==> src/hw/dsq_pkg.sv <==
/*
 Package for the dynamic RAM strobe sequencer: states, state record,
 timing counts and reset values.
 Assumes a single controller clock at the rate named below.
*/
package dsq_pkg;

   // Controller clock
   localparam int CLK_PERIOD_NS = 20;

   // Row address hold after row strobe falls, least time, rounded up
   localparam int ROW_HOLD_NS = 30;
   localparam int ROW_HOLD_CYC_I = (ROW_HOLD_NS + CLK_PERIOD_NS - 1) / CLK_PERIOD_NS;
   localparam logic [1:0] ROW_HOLD_CYC = ROW_HOLD_CYC_I[1:0];

   // Access-grant strobe windows; at this clock both resolve to one sample
   localparam int GRANT_LATE_NS = 20;
   localparam int GRANT_EARLY_NS = 2;

   // Refresh row strobe low time in clock cycles
   localparam logic [1:0] REF_LOW_CYC_3 = 2'h1;
   localparam logic [1:0] REF_LOW_CYC_4 = 2'h2;

   // Synchroniser vector: ale, rd_n, wr_n, cs_n, bank, ref_n, wst, four, row, col
   localparam int SYNC_W = 24;
   localparam logic [SYNC_W-1:0] SYNC_RST = 24'h770000;

   localparam logic [7:0] ADDR_RST = 8'h00;
   localparam logic [1:0] RAS_IDLE = 2'h3;

   typedef enum logic [5:0] {
      DSQ_IDLE = 6'h01,
      DSQ_ROW  = 6'h02,
      DSQ_COL  = 6'h04,
      DSQ_ACT  = 6'h08,
      DSQ_RPRE = 6'h10,
      DSQ_REF  = 6'h20
   } dsq_state_t;

   typedef struct packed {
      dsq_state_t st;
      logic ale_p;
      logic acc_p;
      logic cs_n;
      logic bank;
      logic [7:0] row;
      logic [7:0] col;
      logic [1:0] cnt;
      logic [1:0] ras_n;
      logic cas_n;
      logic [7:0] ma;
      logic rdy;
      logic [7:0] ref_addr;
      logic ref_pend;
      logic grant;
      logic grant_go;
      logic acc_early;
   } dsq_regs_t;

endpackage

==> src/hw/dsq_strobe_seq.sv <==
/*
 Strobe sequencer of a dynamic RAM controller: row strobe, column strobe,
 row/column address multiplexing, hidden refresh and access-grant cycles.
 Assumes host strobes and addresses arrive asynchronously and are held
 for several controller clocks; the refresh timer lives elsewhere.
*/
// How it works
// RULE_01 - Latch strobe fall captures inputs, lowers row strobe
// RULE_02 - Access fall switches address, then column strobe
// RULE_03 - Column timed from latch or access fall
// RULE_04 - Latch rise raises row strobe, passes row
// RULE_05 - Access rise raises column strobe
// RULE_06 - Access rise ends row, column, address
// RULE_07 - Host measures precharge from access rise
// RULE_08 - Early access: latch fall controls everything
// RULE_09 - Row address held 30 ns minimum; an early-access grant switches to column one 20 ns clock after the row strobe
// RULE_10 - Host may tie both strobes together
// RULE_11 - Late access rise: latch raises row
// RULE_12 - Host holds access low for hidden refresh
// RULE_13 - Grant refresh when request pending, latch high
// RULE_14 - Refresh row strobe one or two cycles
// RULE_15 - Latch fall in refresh drops ready
// RULE_16 - Refresh end raises ready, lowers row
// RULE_17 - Grant column timing by access strobe lateness
// RULE_18 - Wait-state option adds one ready cycle
// RULE_19 - Host times latch rise for precharge
// RULE_20 - Read or write strobe acts alike
`timescale 1ns/1ns
module dsq_strobe_seq import dsq_pkg::*; (
   input wire logic clk_sys, // controller clock
   input wire logic sys_rst, // async reset, high
   input wire logic ale, // address-latch strobe, high
   input wire logic read_access_strobe_n, // read access strobe
   input wire logic write_access_strobe_n, // write access strobe
   input wire logic chip_select_n, // chip select
   input wire logic row_bank_select, // 0 bank 0, 1 bank 1
   input wire logic [7:0] row_addr_in, // row address
   input wire logic [7:0] col_addr_in, // column address
   input wire logic refresh_request_n, // refresh request, low
   input wire logic wait_state_select, // one grant wait state
   input wire logic refresh_four_cycle, // 1: four-cycle refresh
   output logic [1:0] row_strobe_n, // row strobes per bank
   output logic col_strobe_n, // column strobe
   output logic [7:0] mem_addr_out, // multiplexed DRAM address
   output logic ready_out, // processor ready
   output logic refresh_busy // refresh cycle running
);
   logic [SYNC_W-1:0] raw_vec;
   logic [SYNC_W-1:0] syn_vec;
   logic ale_s;
   logic acc_low;
   logic cs_n_s;
   logic bank_s;
   logic ref_n_s;
   logic wst_s;
   logic four_s;
   logic [7:0] row_s;
   logic [7:0] col_s;
   logic ale_fall;
   logic ale_rise;
   logic acc_rise;
   logic in_ref;
   logic [1:0] ref_len;
   logic [1:0] bank_ras;
   dsq_regs_t q;
   dsq_regs_t d;

   assign raw_vec = {ale, read_access_strobe_n, write_access_strobe_n, chip_select_n,
      row_bank_select, refresh_request_n, wait_state_select, refresh_four_cycle,
      row_addr_in, col_addr_in};

   // Pins are asynchronous to the controller clock
   dsq_sync #(.W(SYNC_W), .RST_VAL(SYNC_RST)) u_sync (
      .clk_sys(clk_sys),
      .sys_rst(sys_rst),
      .din(raw_vec),
      .dout(syn_vec)
   );

   assign ale_s = syn_vec[23];
   assign acc_low = ~(syn_vec[22] & syn_vec[21]); // [RULE_20]
   assign cs_n_s = syn_vec[20];
   assign bank_s = syn_vec[19];
   assign ref_n_s = syn_vec[18];
   assign wst_s = syn_vec[17];
   assign four_s = syn_vec[16];
   assign row_s = syn_vec[15:8];
   assign col_s = syn_vec[7:0];

   assign ale_fall = q.ale_p & ~ale_s;
   assign ale_rise = ~q.ale_p & ale_s;
   assign acc_rise = q.acc_p & ~acc_low;
   assign in_ref = (q.st == DSQ_RPRE) || (q.st == DSQ_REF);
   assign ref_len = four_s ? REF_LOW_CYC_4 : REF_LOW_CYC_3;
   assign bank_ras = q.bank ? 2'h1 : 2'h2;

   always_comb begin
      d = q;
      d.ale_p = ale_s;
      d.acc_p = acc_low;

      // Ending the column strobe needs no state: any access rise does it
      if (acc_rise) begin
         d.cas_n = 1'b1; // [RULE_05]
      end

      // Row latches are transparent while the latch strobe is high, the row strobe is idle and no refresh runs
      if (ale_s && !in_ref && q.ras_n == RAS_IDLE) begin
         d.ma = row_s; // [RULE_04]
      end

      case (q.st)
         DSQ_IDLE: begin
            if (ale_fall) begin
               d.cs_n = cs_n_s; // [RULE_01]
               d.bank = bank_s;
               d.row = row_s;
               d.col = col_s;
               d.ma = row_s;
               d.cnt = 2'h0;
               if (!cs_n_s) begin
                  d.ras_n = bank_s ? 2'h1 : 2'h2; // [RULE_01]
                  d.st = DSQ_ROW;
               end
            end else if (q.ref_pend && ale_s) begin
               d.ma = q.ref_addr; // [RULE_13]
               d.st = DSQ_RPRE;
            end
         end
         DSQ_ROW: begin
            if (q.cnt != 2'h3) begin
               d.cnt = q.cnt + 2'h1;
            end
            if (!q.rdy) begin
               d.rdy = 1'b1; // [RULE_18]
            end
            if (acc_rise || ale_rise) begin
               d.ras_n = RAS_IDLE;
               d.ma = row_s;
               d.st = DSQ_IDLE;
            end else if (acc_low && q.cnt >= ROW_HOLD_CYC) begin
               // Counting from the row strobe covers both the early and late case
               d.ma = q.col; // [RULE_02] [RULE_03] [RULE_08] [RULE_09]
               d.st = DSQ_COL;
            end
         end
         DSQ_COL: begin
            if (acc_rise) begin
               d.ras_n = RAS_IDLE;
               d.ma = row_s;
               d.st = DSQ_IDLE;
            end else begin
               d.cas_n = 1'b0; // [RULE_02]
               d.st = DSQ_ACT;
            end
         end
         DSQ_ACT: begin
            if (ale_rise && acc_low) begin
               d.ras_n = RAS_IDLE; // [RULE_04] [RULE_11]
               d.ma = row_s;
            end
            if (acc_rise) begin
               d.ras_n = RAS_IDLE; // [RULE_06]
               d.ma = row_s;
               d.st = DSQ_IDLE;
            end else if (q.ras_n == RAS_IDLE && q.ref_pend && ale_s) begin
               // Column strobe stays low so DRAM data stays valid [RULE_12]
               d.ma = q.ref_addr; // [RULE_13]
               d.st = DSQ_RPRE;
            end
         end
         DSQ_RPRE: begin
            d.ras_n = 2'h0; // [RULE_14]
            d.cnt = 2'h0;
            d.st = DSQ_REF;
         end
         DSQ_REF: begin
            d.cnt = q.cnt + 2'h1;
            if (q.cnt == ref_len - 2'h1) begin
               d.ras_n = RAS_IDLE; // [RULE_14]
               d.ref_addr = q.ref_addr + 8'h01;
               d.ref_pend = 1'b0;
               if (q.grant || ale_fall) begin
                  d.grant_go = 1'b1;
               end else if (!q.cas_n) begin
                  d.st = DSQ_ACT;
               end else begin
                  d.st = DSQ_IDLE;
               end
            end
         end
         default: begin
            d.st = DSQ_IDLE;
            d.ras_n = RAS_IDLE;
            d.cas_n = 1'b1;
         end
      endcase

      // Latch strobe falling into a refresh with chip select low starts an access grant
      if (ale_fall && in_ref) begin
         d.cs_n = cs_n_s;
         d.bank = bank_s;
         d.row = row_s;
         d.col = col_s;
         d.grant = ~cs_n_s;
         d.rdy = cs_n_s; // [RULE_15]
         d.acc_early = acc_low; // [RULE_17]
         if (q.st == DSQ_REF && q.cnt == ref_len - 2'h1) begin
            d.grant_go = ~cs_n_s;
         end
      end

      // Clock edge after refresh: grant row strobe and release ready unless the wait state is selected
      if (q.grant_go) begin
         d.grant_go = 1'b0;
         d.grant = 1'b0;
         d.ras_n = bank_ras; // [RULE_16]
         d.ma = q.row;
         d.rdy = ~wst_s; // [RULE_16] [RULE_18]
         // Early strobe skips the extra cycle: column one clock period sooner
         d.cnt = q.acc_early ? ROW_HOLD_CYC : ROW_HOLD_CYC - 2'h1; // [RULE_17]
         d.st = DSQ_ROW;
      end

      // A request seen while the pending flag clears keeps it set
      if (!ref_n_s) begin
         d.ref_pend = 1'b1; // [RULE_13]
      end
   end

   always_ff @(posedge clk_sys or posedge sys_rst) begin
      if (sys_rst) begin
         q <= '{st: DSQ_IDLE, ale_p: 1'b0, acc_p: 1'b0, cs_n: 1'b1, bank: 1'b0,
            row: ADDR_RST, col: ADDR_RST, cnt: 2'h0, ras_n: RAS_IDLE, cas_n: 1'b1,
            ma: ADDR_RST, rdy: 1'b1, ref_addr: ADDR_RST, ref_pend: 1'b0,
            grant: 1'b0, grant_go: 1'b0, acc_early: 1'b0};
         refresh_busy <= 1'b0;
      end else begin
         q <= d;
         refresh_busy <= (d.st == DSQ_RPRE) || (d.st == DSQ_REF);
      end
   end

   assign row_strobe_n = q.ras_n;
   assign col_strobe_n = q.cas_n;
   assign mem_addr_out = q.ma;
   assign ready_out = q.rdy;
endmodule

==> src/hw/dsq_sync.sv <==
/*
 Two-stage synchroniser for a vector of unrelated level inputs.
 Assumes each bit is a level held for several clocks; no bus coherence.
*/
`timescale 1ns/1ns
module dsq_sync #(
   parameter int W = 1,
   parameter logic [W-1:0] RST_VAL = '0
) (
   input wire logic clk_sys, // controller clock
   input wire logic sys_rst, // async reset, high
   input wire logic [W-1:0] din, // asynchronous levels
   output logic [W-1:0] dout // synchronised levels
);
   logic [W-1:0] meta_q;

   always_ff @(posedge clk_sys or posedge sys_rst) begin
      if (sys_rst) begin
         meta_q <= RST_VAL;
         dout <= RST_VAL;
      end else begin
         meta_q <= din;
         dout <= meta_q;
      end
   end
endmodule

==> config.mk <==
export PLATFORM = sky130hd
export DESIGN_NAME = dsq_strobe_seq
export DESIGN_NICKNAME = d
export VERILOG_FILES = /design/src/hw/dsq_pkg.sv /design/src/hw/dsq_strobe_seq.sv /design/src/hw/dsq_sync.sv
export SDC_FILE = /design/constraint.sdc
export NUM_CORES = 1
export LEC_CHECK = 0
export BUFFER_PORTS_ARGS = -buffer_cell sky130_fd_sc_hd__clkbuf_2
export CORE_ASPECT_RATIO = 1.2
export CORE_MARGIN = 2
export CORE_UTILIZATION = 40
export CTS_CLUSTER_SIZE = 28
export DETAILED_ROUTE_END_ITERATION = 16
export GPL_TIMING_DRIVEN = 0
export PLACE_DENSITY = 0.68
export SLEW_MARGIN = 20
export SYNTH_ARGS = -nofsm -noshare
export SYNTH_HDL_FRONTEND = slang
export SYNTH_HIERARCHICAL = 1
export SYNTH_SLANG_ARGS = --single-unit
==> constraint.sdc <==
create_clock -name clk_sys -period 2 [get_ports clk_sys]
set_input_delay 0.4 -clock clk_sys [delete_from_list [all_inputs] [get_ports clk_sys]]
set_output_delay 0.4 -clock clk_sys [all_outputs]
set_load 0.02 [all_outputs]
# Word-level counts from Yosys, hierarchy flattened
# Index checks and enable logic that the tools add are counted.
# Widths: inputs -> output; s select.
[op_classes] add_sub_neg=3 n_bitwise=9 n_eq_ne=20 muxes=55 reduce_logical=25 n_lt_le_gt_ge=1
[ops] cell="$mux 8" count=9
[ops] cell="$mux 6" count=10
[ops] cell="$pmux 6 s6" count=1
[ops] cell="$mux 17" count=2
[ops] cell="$pmux 8 s4" count=1
[ops] cell="$mux 2" count=12
[ops] cell="$mux 21" count=1
[ops] cell="$ne 3x3->1 const B" count=6
[ops] cell="$eq 6x5->1 const B" count=2
[ops] cell="$eq 6x6->1 const B" count=2
[ops] cell="$mux 4" count=3
[ops] cell="$pmux 2 s6" count=1
[ops] cell="$mux 1" count=11
[ops] cell="$logic_and 1x1->1" count=9
[ops] cell="$mux 9" count=1
[ops] cell="$add 8x1->8 const B" count=1
[ops] cell="$pmux 2 s4" count=1
[ops] cell="$eq 6x1->1 const B" count=1
[ops] cell="$eq 6x2->1 const B" count=1
[ops] cell="$eq 6x3->1 const B" count=1
[ops] cell="$eq 6x4->1 const B" count=1
[ops] cell="$ne 2x2->1 const B" count=3
[ops] cell="$reduce_and 2->1" count=3
[ops] cell="$reduce_and 6->1" count=1
[ops] cell="17 further kinds" count=29
[word_totals] ff_bits=100 elab_cells=132

# Depth between registers and ports, before layout
[depth] ltp_word=11 ltp_mapped=9

# By module
# Netlist, hierarchy kept.
[modules_own_cells] mod="dsq_strobe_seq" instances=1 cells_per_inst=366 area_each_um2=3458.3 seq_area_each_um2=1307.5
[modules_own_cells] mod="dsq_sync" instances=1 cells_per_inst=49 area_each_um2=1219.9 seq_area_each_um2=1216.2

# Worst setup path before layout
# No wires, ideal clock.
[synth_timing] path_type="register -> register" start="register q[49] (netlist name)" end="register q (netlist bit mem_addr_out[0])" path_stages_with_launch=8 setup_time_ns=0.124 arrival_ns=2.022 setup_slack_ns=-0.146 path_cell_list="dfrtp_1 > nor4_4 > a21boi_2 > buf_6 > or2_1 > buf_6 > a311o_1 > o31a_1"
[synth_lines] item="start, declared" line_no="dsq_strobe_seq.sv:65" source="dsq_regs_t q;"
[synth_lines] item="start signal, assigned" line_no="dsq_strobe_seq.sv:233" source="q <= '{st: DSQ_IDLE, ale_p: 1'b0, acc_p: 1'b0, cs_n: 1'b1, bank: 1'b0,"

==> results.tsv <==
metric	value	unit
Final Max Slew Viols	0	
ANT nets after route	0	
failing checks	negative setup slack	
RSZ-0062 raised after global routing	true	
number of global-route vias before repair	3761	
die height	122	um
antenna cells	0	
pwr dens	1400	nW/um^2
largest net degree at the start of global routing	33	
fmax	454	MHz
Final WS setup	-203	ps
Final Skew	8.36	ps
core area	11500	sq um
first-pass GRT wire length	19600	um
area leader, netlist	dfrtp_1	
final core occ	55.5	%
Synth area leaders	dfrtp_1, dfstp_2, mux2_2, o221ai_1, a21oi_1	
Layout Nets	545	
most common cell after layout, fill and taps aside	dfrtp_1	
Primary FF master, synth	dfrtp_1	
Worst Setup EP	mem_addr_out[2]	
Slew @ Worst Pin	702	ps
cells along the critical path	nor4_4, buf_4, a21boi_4, buf_6, buf_4, a21oi_2, nand2_1, a31oi_1, o31a_1	
CP required	2290	ps
TNS Setup	-2100	ps
Slew HR	53.0	%
Filler cells	940	
Clock Latency Late Sink	350	ps
Area Overhead vs Synth	35.8	%
synth unique cells	59	
Final Hold Fails	0	
port bufs	38	
crit start category	flip-flop	
Initial DRC Count	528	
Placement Setup Slack	-456	ps
hold-fix buffers at CTS	0	
area of the mapped netlist	4680	sq um
Num Clock Sinks	100	
DRT Pass-1 Iters	7	
CP peak stage delay	440	ps
max_cap viols	0	
RR Endpoint	mem_addr_out[2]	
Site Rows	43	
Avg Cell Area, Syn	11.3	sq um
grt total ovfl	0	
Die W	103	um
synth warn	6	
critical path's slowest cell	dfrtp_2	
commonest cells after routing, fill and taps aside	dfrtp_1, buf_4, clkbuf_2, nand2_1, a21oi_1	
reg-to-reg startpoint	q[48]	
CP startpoint	q[48]	
full die area	12600	sq um
min Tclk post-route	2200	ps
CTS buffer count	9	
Final period util	110	%
worst min path class	in -> async	
final wirelength	13200	um
worst setup path category	reg -> reg	
Synth Register Bits	100	
CP dominant cell by count	buf_4	
R2R setup slack	-200	ps
TritonCTS clock tree	built	
vias	3837	
initial antenna violation count	0	
reg2reg path depth	9	
DR WL/cell	19.5	um
peak supply drop	0.000572	V
Synth top area share	44.4	%
Boundary Pins	39	
H-tree levels	3	
crit path DAT	2490	ps
DRC viols	0	
CP max FO	8	
CP delay by family, top	compound AO/OA/AOI/OAI gates	
Global Route Usage Sum	21.0	%
Final Wtd Congestion	0.914	
CTS Root Cell	clkbuf_16	
syn_nets	444	
Via-to-Cell Ratio	5.66	
DP Area	5170	sq um
CP Depth	9	
Lkg Pwr	2.68	nW
post-DP HPWL	8070	um
EDFF count, synth	0	
Post-synth ARST share	100	%
final setup fails	22	
Synth Instances	415	
worst path buffer plus inverter count	3	
Initial Util	40.8	%
sequential area share after synthesis	53.9	%
layout cells sized above 1	44.1	%
clk slew on worst S/H paths	70	ps
outcome	finished with violations	
clk buf depth	2	
Finished Cell Area	6350	sq um
Crit. End Element	flip-flop	
## cells in the mapped netlist, types with 2 or more instances
cell,number
o31a_1,8
dfstp_2,17
and3_1,4
clkbuf_1,11
a21o_1,2
a22oi_1,7
inv_1,12
buf_2,5
nor2_1,22
a311o_1,8
buf_4,11
o221ai_1,17
nand4_1,2
nand3_1,12
nor4b_1,3
or2_1,2
xnor2_1,3
or3_1,2
mux2_2,20
a211oi_1,6
nand4b_1,2
nand2b_1,2
or2_2,2
o22ai_1,8
xor2_1,7
nor2b_1,10
a21oi_1,27
o21ai_0,17
buf_6,3
dfrtp_1,83
nor3_1,5
a31oi_1,8
nand2_1,27
and2_1,2
ha_1,3
mux2i_1,10
a211o_1,3
## where the power goes
| group | internal (W) | switching, W | total, W |
|---|---|---|---|
| Combinational | 0.00218 | 0.00205 | 0.00424 |
| Clock | 0.000867 | 0.000819 | 0.00169 |
| Sequential | 0.00253 | 0.000458 | 0.00298 |
## flip-flops by register name, indices dropped and copies added (netlist names)
register,count
q,39
u_sync/dout,24
u_sync/meta_q,24
mem_addr_out,8
row_strobe_n,2
col_strobe_n,1
ready_out,1
refresh_busy,1
## logic make-up after synthesis
group | Yosys count | share of synthesized area (%)
compound gates | 120 | 18.1
xor+xnor | 10 | 1.87
fa+ha+maj | 3 | 0.802
buf+inv | 42 | 4.87
flops | 100 | 53.9
mux | 30 | 6.95
simple gates | 110 | 13.5
## metrics by stage
step	instances	power [W]	hold WS, ps
6_report	678	0.00890	24.3
5_1_grt	678	0.00934	51.3
4_1_cts	662	0.00842	32.1
3_5_place_dp	612	0.00595	335
3_3_place_gp	610	0.00586	331
2_1_floorplan	415	0.00514	331
## cell type report
class | count | area (sq um) | area share, %
repair buffers | 91 | 718 | 11.3
multi-input cells | 273 | 2310 | 36.3
well taps | 157 | 196 | 3.09
clock inverters | 7 | 57.6 | 0.906
plain buffers | 29 | 277 | 4.35
flip-flops and latches | 100 | 2530 | 39.8
inverters | 12 | 45.0 | 0.709
clock buffers | 9 | 225 | 3.54
## worst min-delay path by stage
stage,from,to,slack [ps],depth (start not counted)
after floorplan,u_sync/meta_q[0],u_sync/dout[0],330,0
after global placement,u_sync/meta_q[2],u_sync/dout[2],330,0
after CTS,sys_rst,u_sync/meta_q[19],30,2
final,sys_rst,u_sync/meta_q[19],20,2
after global routing,sys_rst,u_sync/meta_q[19],50,2
after detailed placement,u_sync/meta_q[0],u_sync/dout[0],330,0
## routing by layer
layer	global-route usage, %	wire [um]	vias to the layer above
met1	27.0	5260	1859
li1	-	-	1740
met5	0	0	-
met4	10.4	415	0
met2	34.1	6630	203
met3	3.82	914	35
## what timing repair did
item,4_1_cts,5_1_grt
endpoints found under the setup margin,40,44
gates resized for setup,53,56
endpoints found under the hold margin,0,0
buffers inserted,34,15
cloned,1,2
pin swaps,28,19
No activity file was read; power rests on OpenSTA's default activity.
